<file path="config.mk">
export PLATFORM = sky130hd
export DESIGN_NAME = dzr_dac_front
export DESIGN_NICKNAME = d
export VERILOG_FILES = /design/src/dzr_pkg.sv /design/src/dzr_dac_front.sv /design/src/dzr_zero_detect.sv /design/src/dzr_fifo.sv
export SDC_FILE = /design/constraint.sdc
export NUM_CORES = 2
export LEC_CHECK = 0
export BUFFER_PORTS_ARGS = -buffer_cell sky130_fd_sc_hd__buf_4
export CORE_AREA = 2 2 844 510
export CTS_BUF_LIST = sky130_fd_sc_hd__clkbuf_16
export DETAILED_ROUTE_END_ITERATION = 7
export DIE_AREA = 0 0 846 512
export GPL_TIMING_DRIVEN = 0
export PLACE_DENSITY = 0.65
export SLEW_MARGIN = 20
export SYNTH_ARGS = -nofsm -noshare
export SYNTH_HDL_FRONTEND = slang
export SYNTH_MEMORY_MAX_BITS = 65536
export SYNTH_SLANG_ARGS = --single-unit
</file>
<file path="constraint.sdc">
create_clock -name mclk -period 18.9 [get_ports mclk]
set_clock_uncertainty 0.1 [all_clocks]
set_input_delay 0 -clock mclk [delete_from_list [all_inputs] [get_ports mclk]]
set_output_delay 0 -clock mclk [all_outputs]
set_load 0.05 [all_outputs]
</file>
<file path="src/dzr_pkg.sv">
// constants for the dac routing and zero detect block
package dzr_pkg;
  // register indices; byte address is four times the index
  localparam logic [7:0] IDX_RX_OSR = 8'h0c;
  localparam logic [7:0] IDX_ROUTE = 8'h0f;
  localparam logic [7:0] IDX_MAP_ZF = 8'h10;
  localparam logic [7:0] IDX_PWR_MUTE = 8'h11;
  localparam logic [7:0] IDX_STATUS = 8'h12;
  localparam int REG_W = 9;
  // field positions
  localparam int OSR_BIT = 6;
  localparam int RX_LOW_W = 6;
  localparam int SEL_W = 2;
  localparam int MAP_LO = 0;
  localparam int ZFS_LO = 4;
  localparam int IZD_BIT = 7;
  localparam int MUTE_LO = 3;
  // reset values
  localparam logic [8:0] RST_RX_OSR = 9'h00a;
  localparam logic [8:0] RST_ROUTE = 9'h024;
  localparam logic [8:0] RST_MAP_ZF = 9'h009;
  localparam logic [8:0] RST_PWR_MUTE = 9'h000;
  // lane select codes
  localparam logic [1:0] SEL_LANE1 = 2'h0;
  localparam logic [1:0] SEL_LANE2 = 2'h1;
  localparam logic [1:0] SEL_LANE3 = 2'h2;
  // output map pair codes
  localparam logic [1:0] MAP_MUTE = 2'h0;
  localparam logic [1:0] MAP_LEFT = 2'h1;
  localparam logic [1:0] MAP_RIGHT = 2'h2;
  localparam logic [1:0] MAP_AVG = 2'h3;
  // zero flag source codes
  localparam logic [2:0] ZFS_ALL = 3'h0;
  localparam logic [2:0] ZFS_DAC1 = 3'h1;
  localparam logic [2:0] ZFS_DAC2 = 3'h2;
  localparam logic [2:0] ZFS_DAC3 = 3'h3;
  // consecutive zero samples before a detector asserts
  localparam int ZERO_RUN = 1024;
  localparam int SAMPLE_W = 24;
  localparam int FIFO_DEPTH = 32;
endpackage

</file>
<file path="src/dzr_dac_front.sv">
// dac input routing, output mapping, zero flags and automute
module dzr_dac_front #(
  parameter int SW = dzr_pkg::SAMPLE_W,
  parameter int DEPTH = dzr_pkg::FIFO_DEPTH,
  parameter int ZERO_RUN = dzr_pkg::ZERO_RUN,
  parameter int GPO_W = 4
) (
  input wire logic mclk,
  input wire logic reset,
  // apb slave
  input wire logic psel,
  input wire logic penable,
  input wire logic pwrite,
  input wire logic [9:0] paddr,
  input wire logic [31:0] pwdata,
  output logic [31:0] prdata,
  output logic pready,
  output logic pslverr,
  // primary audio port lanes, one stereo frame per accepted strobe
  input wire logic sampleValid,
  output logic sampleReady,
  input wire logic [SW-1:0] serialInLaneOneLeft,
  input wire logic [SW-1:0] serialInLaneOneRight,
  input wire logic [SW-1:0] serialInLaneTwoLeft,
  input wire logic [SW-1:0] serialInLaneTwoRight,
  input wire logic [SW-1:0] serialInLaneThreeLeft,
  input wire logic [SW-1:0] serialInLaneThreeRight,
  // mapped dac samples: {dac3 r,l, dac2 r,l, dac1 r,l}
  output logic dacValid,
  input wire logic dacReady,
  output logic [6*SW-1:0] dacData,
  // converter controls and flags
  output logic oversampleRateSelect,
  output logic [2:0] converterPowerDown,
  output logic [2:0] converterSoftMute,
  output logic zeroIndicator,
  output logic [GPO_W-1:0] generalOutputPins
);
  localparam int NDAC = 3;

  logic [dzr_pkg::REG_W-1:0] rxOsr_q;
  logic [dzr_pkg::REG_W-1:0] route_q;
  logic [dzr_pkg::REG_W-1:0] mapZf_q;
  logic [dzr_pkg::REG_W-1:0] pwrMute_q;
  logic [31:0] prdata_q;
  logic zeroIndicator_q;
  logic [GPO_W-1:0] gpo_q;

  logic [7:0] regIdx;
  logic addrHit;
  logic wrEn;
  logic setup;
  logic accept;
  logic [3:0] outputChannelMap;
  logic [2:0] zeroFlagSource;
  logic infiniteZeroAutomuteEn;
  logic [NDAC-1:0] dacZeroFlag;
  logic [NDAC-1:0] autoMuted;
  logic [2*NDAC-1:0] chanZeroRun;
  logic allDacZero;
  logic selFlag;
  logic [6*SW-1:0] mapped;
  logic [SW-1:0] laneL [NDAC];
  logic [SW-1:0] laneR [NDAC];

  // --- apb register access ---
  // word aligned; index is the byte address divided by four
  assign regIdx = paddr[9:2];
  assign setup = psel && !penable;
  assign wrEn = psel && penable && pwrite && addrHit;

  always_comb begin
    case (regIdx)
      dzr_pkg::IDX_RX_OSR,
      dzr_pkg::IDX_ROUTE,
      dzr_pkg::IDX_MAP_ZF,
      dzr_pkg::IDX_PWR_MUTE,
      dzr_pkg::IDX_STATUS: addrHit = (paddr[1:0] == 2'h0);
      default: addrHit = 1'b0;
    endcase
  end

  // zero wait states: slave always ready in the access phase
  assign pready = 1'b1;
  // unmapped or misaligned address answers with an error
  assign pslverr = psel && penable && !addrHit;
  assign prdata = prdata_q;

  // read data captured in the setup phase so it stands for the access
  always_ff @(posedge mclk) begin
    if (reset) begin
      prdata_q <= 32'h0000_0000;
    end else if (setup && !pwrite) begin
      case (regIdx)
        dzr_pkg::IDX_RX_OSR: prdata_q <= 32'(rxOsr_q);
        dzr_pkg::IDX_ROUTE: prdata_q <= 32'(route_q);
        dzr_pkg::IDX_MAP_ZF: prdata_q <= 32'(mapZf_q);
        dzr_pkg::IDX_PWR_MUTE: prdata_q <= 32'(pwrMute_q);
        dzr_pkg::IDX_STATUS: begin
          prdata_q <= 32'({chanZeroRun, autoMuted, dacZeroFlag});
        end
        default: prdata_q <= 32'h0000_0000;
      endcase
    end
  end

  // receiver format fields are storage only; bit 6 is the osr control
  always_ff @(posedge mclk) begin
    if (reset) begin
      rxOsr_q <= dzr_pkg::RST_RX_OSR;
    end else if (wrEn && regIdx == dzr_pkg::IDX_RX_OSR) begin
      rxOsr_q <= {2'b00, pwdata[dzr_pkg::RX_LOW_W:0]};
    end
  end

  // lane select fields for the three dacs
  always_ff @(posedge mclk) begin
    if (reset) begin
      route_q <= dzr_pkg::RST_ROUTE;
    end else if (wrEn && regIdx == dzr_pkg::IDX_ROUTE) begin
      route_q <= {3'b000, pwdata[3*dzr_pkg::SEL_W-1:0]};
    end
  end

  // output map, flag source and automute enable; bit 8 reads zero
  always_ff @(posedge mclk) begin
    if (reset) begin
      mapZf_q <= dzr_pkg::RST_MAP_ZF;
    end else if (wrEn && regIdx == dzr_pkg::IDX_MAP_ZF) begin
      mapZf_q <= {1'b0, pwdata[7:0]};
    end
  end

  // power-down in bits 2:0, soft mute in bits 5:3
  always_ff @(posedge mclk) begin
    if (reset) begin
      pwrMute_q <= dzr_pkg::RST_PWR_MUTE;
    end else if (wrEn && regIdx == dzr_pkg::IDX_PWR_MUTE) begin
      pwrMute_q <= {3'b000, pwdata[5:0]};
    end
  end

  assign oversampleRateSelect = rxOsr_q[dzr_pkg::OSR_BIT];
  assign outputChannelMap = mapZf_q[dzr_pkg::MAP_LO +: 4];
  assign zeroFlagSource = mapZf_q[dzr_pkg::ZFS_LO +: 3];
  assign infiniteZeroAutomuteEn = mapZf_q[dzr_pkg::IZD_BIT];
  assign converterPowerDown = pwrMute_q[2:0];
  assign converterSoftMute = pwrMute_q[dzr_pkg::MUTE_LO +: 3];

  // --- sample path ---
  // a frame is taken only when the fifo has room, so back-pressure
  // from the dac side stalls the lanes and the zero counters alike
  assign accept = sampleValid && sampleReady;

  assign laneL[0] = serialInLaneOneLeft;
  assign laneR[0] = serialInLaneOneRight;
  assign laneL[1] = serialInLaneTwoLeft;
  assign laneR[1] = serialInLaneTwoRight;
  assign laneL[2] = serialInLaneThreeLeft;
  assign laneR[2] = serialInLaneThreeRight;

  for (genvar d = 0; d < NDAC; d++) begin : g_dac
    logic [1:0] laneSel;
    logic signed [SW-1:0] inL;
    logic signed [SW-1:0] inR;
    logic signed [SW:0] sum;
    logic signed [SW-1:0] avg;
    logic zNextL;
    logic zNextR;
    logic muteNow;

    assign laneSel = route_q[d*dzr_pkg::SEL_W +: dzr_pkg::SEL_W];

    // crossbar: each dac picks any lane independently
    always_comb begin
      case (laneSel)
        dzr_pkg::SEL_LANE1: begin
          inL = laneL[0];
          inR = laneR[0];
        end
        dzr_pkg::SEL_LANE2: begin
          inL = laneL[1];
          inR = laneR[1];
        end
        dzr_pkg::SEL_LANE3: begin
          inL = laneL[2];
          inR = laneR[2];
        end
        // unused code feeds silence rather than a stale lane
        default: begin
          inL = '0;
          inR = '0;
        end
      endcase
    end

    // sign extended sum cannot overflow; arithmetic halve
    assign sum = {inL[SW-1], inL} + {inR[SW-1], inR};
    assign avg = sum[SW:1];

    // per channel zero detectors on the routed samples
    dzr_zero_detect #(
      .W(SW),
      .LIMIT(ZERO_RUN)
    ) u_zdL (
      .mclk(mclk),
      .reset(reset),
      .sampleValid(accept),
      .sample(inL),
      .zeroRun(chanZeroRun[2*d]),
      .zeroNext(zNextL)
    );

    dzr_zero_detect #(
      .W(SW),
      .LIMIT(ZERO_RUN)
    ) u_zdR (
      .mclk(mclk),
      .reset(reset),
      .sampleValid(accept),
      .sample(inR),
      .zeroRun(chanZeroRun[2*d+1]),
      .zeroNext(zNextR)
    );

    // judged on the sample in hand, so the first non-zero one passes
    assign muteNow = infiniteZeroAutomuteEn && zNextL && zNextR;
    // held view of automute for status: both runs complete
    assign autoMuted[d] = infiniteZeroAutomuteEn
      && chanZeroRun[2*d] && chanZeroRun[2*d+1];

    // dac flag: both detectors, or power-down, or soft mute
    assign dacZeroFlag[d] = (chanZeroRun[2*d] && chanZeroRun[2*d+1])
      || converterPowerDown[d] || converterSoftMute[d];

    // left output from the low pair, right from the high pair
    always_comb begin
      case (outputChannelMap[1:0])
        dzr_pkg::MAP_LEFT: mapped[2*d*SW +: SW] = inL;
        dzr_pkg::MAP_RIGHT: mapped[2*d*SW +: SW] = inR;
        dzr_pkg::MAP_AVG: mapped[2*d*SW +: SW] = avg;
        default: mapped[2*d*SW +: SW] = '0;
      endcase
      case (outputChannelMap[3:2])
        dzr_pkg::MAP_LEFT: mapped[(2*d+1)*SW +: SW] = inL;
        dzr_pkg::MAP_RIGHT: mapped[(2*d+1)*SW +: SW] = inR;
        dzr_pkg::MAP_AVG: mapped[(2*d+1)*SW +: SW] = avg;
        default: mapped[(2*d+1)*SW +: SW] = '0;
      endcase
      if (muteNow) begin
        mapped[2*d*SW +: 2*SW] = '0;
      end
    end
  end

  // output buffer between the mapping logic and the converters
  dzr_fifo #(
    .WIDTH(6*SW),
    .DEPTH(DEPTH)
  ) u_fifo (
    .mclk(mclk),
    .reset(reset),
    .inValid(sampleValid),
    .inReady(sampleReady),
    .inData(mapped),
    .outValid(dacValid),
    .outReady(dacReady),
    .outData(dacData)
  );

  // --- zero indicator ---
  assign allDacZero = &dacZeroFlag;

  always_comb begin
    case (zeroFlagSource)
      dzr_pkg::ZFS_ALL: selFlag = allDacZero;
      dzr_pkg::ZFS_DAC1: selFlag = dacZeroFlag[0];
      dzr_pkg::ZFS_DAC2: selFlag = dacZeroFlag[1];
      dzr_pkg::ZFS_DAC3: selFlag = dacZeroFlag[2];
      default: selFlag = 1'b0;
    endcase
  end

  // registered pins; one cycle behind the flag, glitch free
  always_ff @(posedge mclk) begin
    if (reset) begin
      zeroIndicator_q <= 1'b0;
      gpo_q <= '0;
    end else begin
      zeroIndicator_q <= selFlag;
      gpo_q <= {GPO_W{selFlag}};
    end
  end

  assign zeroIndicator = zeroIndicator_q;
  assign generalOutputPins = gpo_q;
endmodule

</file>
<file path="src/dzr_zero_detect.sv">
// counts consecutive zero samples on one channel
module dzr_zero_detect #(
  parameter int W = 24,
  parameter int LIMIT = 1024
) (
  input wire logic mclk,
  input wire logic reset,
  input wire logic sampleValid,
  input wire logic [W-1:0] sample,
  output logic zeroRun,
  output logic zeroNext
);
  localparam int CW = $clog2(LIMIT + 1);
  localparam logic [CW-1:0] LIM = CW'(LIMIT);
  logic [CW-1:0] count_q;
  logic isZero;

  assign isZero = (sample == '0);
  // this sample completes or continues a run; used for instant automute
  assign zeroNext = isZero && (count_q >= LIM - CW'(1));

  // saturating run counter, cleared by any non-zero sample
  always_ff @(posedge mclk) begin
    if (reset) begin
      count_q <= '0;
    end else if (sampleValid) begin
      if (!isZero) begin
        count_q <= '0;
      end else if (count_q != LIM) begin
        count_q <= count_q + CW'(1);
      end
    end
  end

  assign zeroRun = (count_q == LIM);
endmodule

</file>
<file path="src/dzr_fifo.sv">
// flop based fifo with valid/ready on both sides
module dzr_fifo #(
  parameter int WIDTH = 144,
  parameter int DEPTH = 32
) (
  input wire logic mclk,
  input wire logic reset,
  input wire logic inValid,
  output logic inReady,
  input wire logic [WIDTH-1:0] inData,
  output logic outValid,
  input wire logic outReady,
  output logic [WIDTH-1:0] outData
);
  localparam int AW = $clog2(DEPTH);
  localparam logic [AW:0] FULL = (AW + 1)'(DEPTH);
  logic [WIDTH-1:0] mem_q [DEPTH];
  logic [AW-1:0] wrPtr_q;
  logic [AW-1:0] rdPtr_q;
  logic [AW:0] count_q;
  logic push;
  logic pop;

  assign inReady = (count_q != FULL);
  assign outValid = (count_q != '0);
  assign push = inValid && inReady;
  assign pop = outValid && outReady;
  assign outData = mem_q[rdPtr_q];

  // storage, written by index
  always_ff @(posedge mclk) begin
    if (push) begin
      mem_q[wrPtr_q] <= inData;
    end
  end

  // pointers and fill level
  always_ff @(posedge mclk) begin
    if (reset) begin
      wrPtr_q <= '0;
      rdPtr_q <= '0;
      count_q <= '0;
    end else begin
      if (push) begin
        wrPtr_q <= (wrPtr_q == AW'(DEPTH - 1)) ? '0 : wrPtr_q + AW'(1);
      end
      if (pop) begin
        rdPtr_q <= (rdPtr_q == AW'(DEPTH - 1)) ? '0 : rdPtr_q + AW'(1);
      end
      count_q <= count_q + (AW + 1)'(push) - (AW + 1)'(pop);
    end
  end
endmodule

</file>
==> impl_metrics.tcl <==
set metrics [dict create \
    path_max_fanout 11 \
    period_share 0.400 \
    synth_enable_flop_cells 4608 \
    placedCellCount 15500 \
    finalNetCount 10600 \
    hold_viol 0 \
    powerDensity_nw_per_um2 108 \
    finalCriticalPeriod_ps 7560 \
    ys.flop_type "edfxtp_1" \
    fillers 32100 \
    syn_inst 8960 \
    grt_max_degree 33 \
    end_kind "flip-flop" \
    drc 0 \
    sw_frac_of_total 0.266 \
    setup_violations 0 \
    p_leak_nw 71.1 \
    clockPowerShare 0.345 \
    grtUsageTotal 0.290 \
    dieArea_sq_um 433000 \
    cpPeakStageDelay_ps 790 \
    regArea_sq_um 141000 \
    root_buffer "clkbuf_16" \
    initial_core_util 0.448 \
    worst_setup_path_start_kind "flip-flop" \
    place_ws_ps 11790 \
    path_cells "buf_2 -> nor2b_4 -> buf_4 -> clkbuf_1 -> nand2_1 -> o21ai_1 -> ha_1 -> clkbuf_1 -> a21oi_1 -> inv_1 -> a311oi_1 -> o32a_1 -> nor3_1 -> nor4_1 -> o21a_1 -> nand3_1 -> a2111oi_2 -> buf_4 -> buf_2 -> buf_2 -> buf_2" \
    fmax_mhz 132 \
    multi_input_area_sq_um 48600 \
    cts-htree-levels 5 \
    gp_congestion 1.00 \
    ys_ff_latch 4735 \
    yosysUniqueCellTypes 94 \
    mostFrequentLayoutCell "edfxtp_1" \
    cts_tree "yes" \
    drive_gt1_frac 0.327 \
    outcome "complete, no violations" \
    fin_util 0.533 \
    maxCapViolCount 0 \
    crit_arrival_ps 8290 \
    fin_ws_ps 11340 \
    overflow 0 \
    fp.dieW_microns 846 \
    required_ps 19630 \
    fp-row-count 186 \
    routed_wl_microns 639000 \
    area_growth_pct 18.9 \
    clkSinkCount 4735 \
    drtAntennaViolNets 0 \
    rsz0062_at_grt "false" \
    yosysSeqAreaShare 0.739 \
    vias 106000 \
    synth_area_per_cell_sq_um 21.3 \
    clk_pin_slew_worst_paths_ps 70 \
    max_slew_margin 0.125 \
    path_class "flip-flop to flip-flop" \
    grt_pass1_wl_microns 859000 \
    first_pass_iters 6 \
    drt-initial-drc-count 17500 \
    synth_area_sq_um 191000 \
    power.switching_mw 6.52 \
    cts_buffers 418 \
    antenna_found_initial 117 \
    power.internal_mw 18.0 \
    mostFrequentLayoutCells "edfxtp_1, mux4_2, clkbuf_16" \
    core_area_sq_um 426000 \
    fin_cells 16400 \
    wl_per_cell_microns 39.0 \
    clk_latency_ps 1000 \
    grt_pass1_vias 101000 \
    yosysWarnings 0 \
    placed_area_sq_um 212000 \
    vias_per_cell 6.47 \
    final_cell_area_sq_um 227000 \
    hpwl_microns 456000 \
    pin_count 385 \
    pwr-share-comb 0.179 \
    critPathSlowestCell "a2111oi_2" \
    ir_drop_uv 92.8 \
    maxSlewViolCount 0 \
    seqPwrFrac 0.476 \
    io_buffers 339 \
    synthArstFlopShare 0 \
    holdCritPathClass "primary input to flip-flop" \
    cts_resized 0 \
    clk_path_buf_depth 4 \
    cp_common_cell "buf_2" \
    die_h_microns 512 \
    tightestPinTransition_ps 1300 \
]
==> repair_timing <==
action / 4_1_cts / 5_1_grt
setup buffers: 0 / 0
hold buffers: 81 / 0
hold endpoints to repair: 440 / 0
==> stage by stage <==
stage                     TNS [ps]  hold slack (ps)  total power, mW
after floorplan                  0             17.9             14.6
after global placement    -2562600              153             16.1
after detailed placement         0              155             16.2
after CTS                        0             7.44             24.6
after global routing             0             52.6             25.2
final                            0             61.5             24.5
==> critical path, delay by kind of cell, from the launching register on <==
family / cells / cell delay (ps)
buf+inv: 9 / 2520
compound gates: 6 / 2830
flops: 1 / 310
fa+ha+maj: 1 / 360
simple gates: 5 / 1220
==> Yosys cell counts, types with 10 or more instances <==
cell	number	area [sq um]
a211o_1	12	105
a211oi_1	26	195
a21o_1	28	210
a21oi_1	225	1130
a221oi_1	11	96.3
a22oi_1	64	480
a311oi_1	19	166
a31oi_1	13	81.3
and2_1	10	62.6
and3_1	18	113
buf_1	75	282
buf_2	34	170
buf_4	39	293
clkbuf_1	370	1390
dfxtp_1	127	2540
edfxtp_1	4608	138000
ha_1	97	1210
inv_1	64	240
mux2_2	154	1730
mux2i_1	183	1830
mux4_2	1440	32400
nand2_1	260	976
nand2b_1	18	113
nand3_1	41	205
nand3b_1	14	105
nand4_1	32	200
nor2_1	358	1340
nor2b_1	11	68.8
nor3_1	39	195
nor4_1	36	225
o211ai_1	16	120
o21a_1	11	82.6
o21ai_0	159	796
o21bai_1	20	150
o2bb2ai_1	32	280
o31ai_1	10	75.1
or2_2	11	68.8
or3_1	18	113
or4_1	12	90.1
xnor2_1	58	508
xor2_1	48	420
==> final timing paths <==
check | depth (start not counted) | from | endpoint | slack [ps]
setup / recovery | 21 | route_q[4] | u_fifo.mem_q[30][143] | 11340
hold / removal | 5 | dacReady | flip-flop | 60
setup reg to reg | 21 | route_q[4] | u_fifo.mem_q[30][143] | 11340
hold reg to reg | 2 | prdata[7] | prdata[7] | 370
==> layer usage <==
metal	GRT usage	share of wire
met4	0.117	0.044
met1	0.433	0.40
met5	0	0.000020
met2	0.406	0.43
met3	0.0775	0.13
==> power by group through the flow <==
| stage | registers [mW] | logic [mW] | clock network [mW] |
|---|---|---|---|
| floorplan | 11.9 | 2.65 | 0 |
| global placement | 12.0 | 4.12 | 0 |
| detailed placement | 11.9 | 4.35 | 0 |
| CTS | 11.7 | 4.39 | 8.54 |
| global route | 11.7 | 4.58 | 8.94 |
| finish | 11.7 | 4.39 | 8.44 |
==> final cells by class <==
cell class | instances | area share
Buffer | 524 | 0.0109
Clock buffer | 421 | 0.0465
Inverter | 67 | 0.00111
Tap cell | 5640 | 0.0311
Antenna cell | 68 | 0.000751
Clock inverter | 338 | 0.0120
Timing Repair Buffer | 945 | 0.0616
Sequential cell | 4735 | 0.622
Multi-Input combinational cell | 3653 | 0.215
==> sequential cells by signal (all words and copies together), names as in the netlist, named ones only <==
| name | flops |
|---|---|
| u_fifo.mem_q | 4608 |
| g_dac.u_zdR.count_q | 33 |
| rxOsr_q | 7 |
| route_q | 6 |
| generalOutputPins | 1 |
| u_fifo.wrPtr_q | 5 |
| g_dac.u_zdL.count_q | 33 |
| pwrMute_q | 6 |
| mapZf_q | 8 |
| u_fifo.rdPtr_q | 5 |
| u_fifo.count_q | 6 |
| prdata | 12 |
==> logic make-up after synthesis <==
kind of cell    Yosys count  synth area share
simple gates            921            0.0225
buf+inv                 591            0.0130
mux                    1777             0.189
flops                  4735             0.739
compound gates          727            0.0248
xor+xnor                106           0.00487
fa+ha+maj               101           0.00679
other cells               2         0.0000394
(Power assumes the default switching activity.)
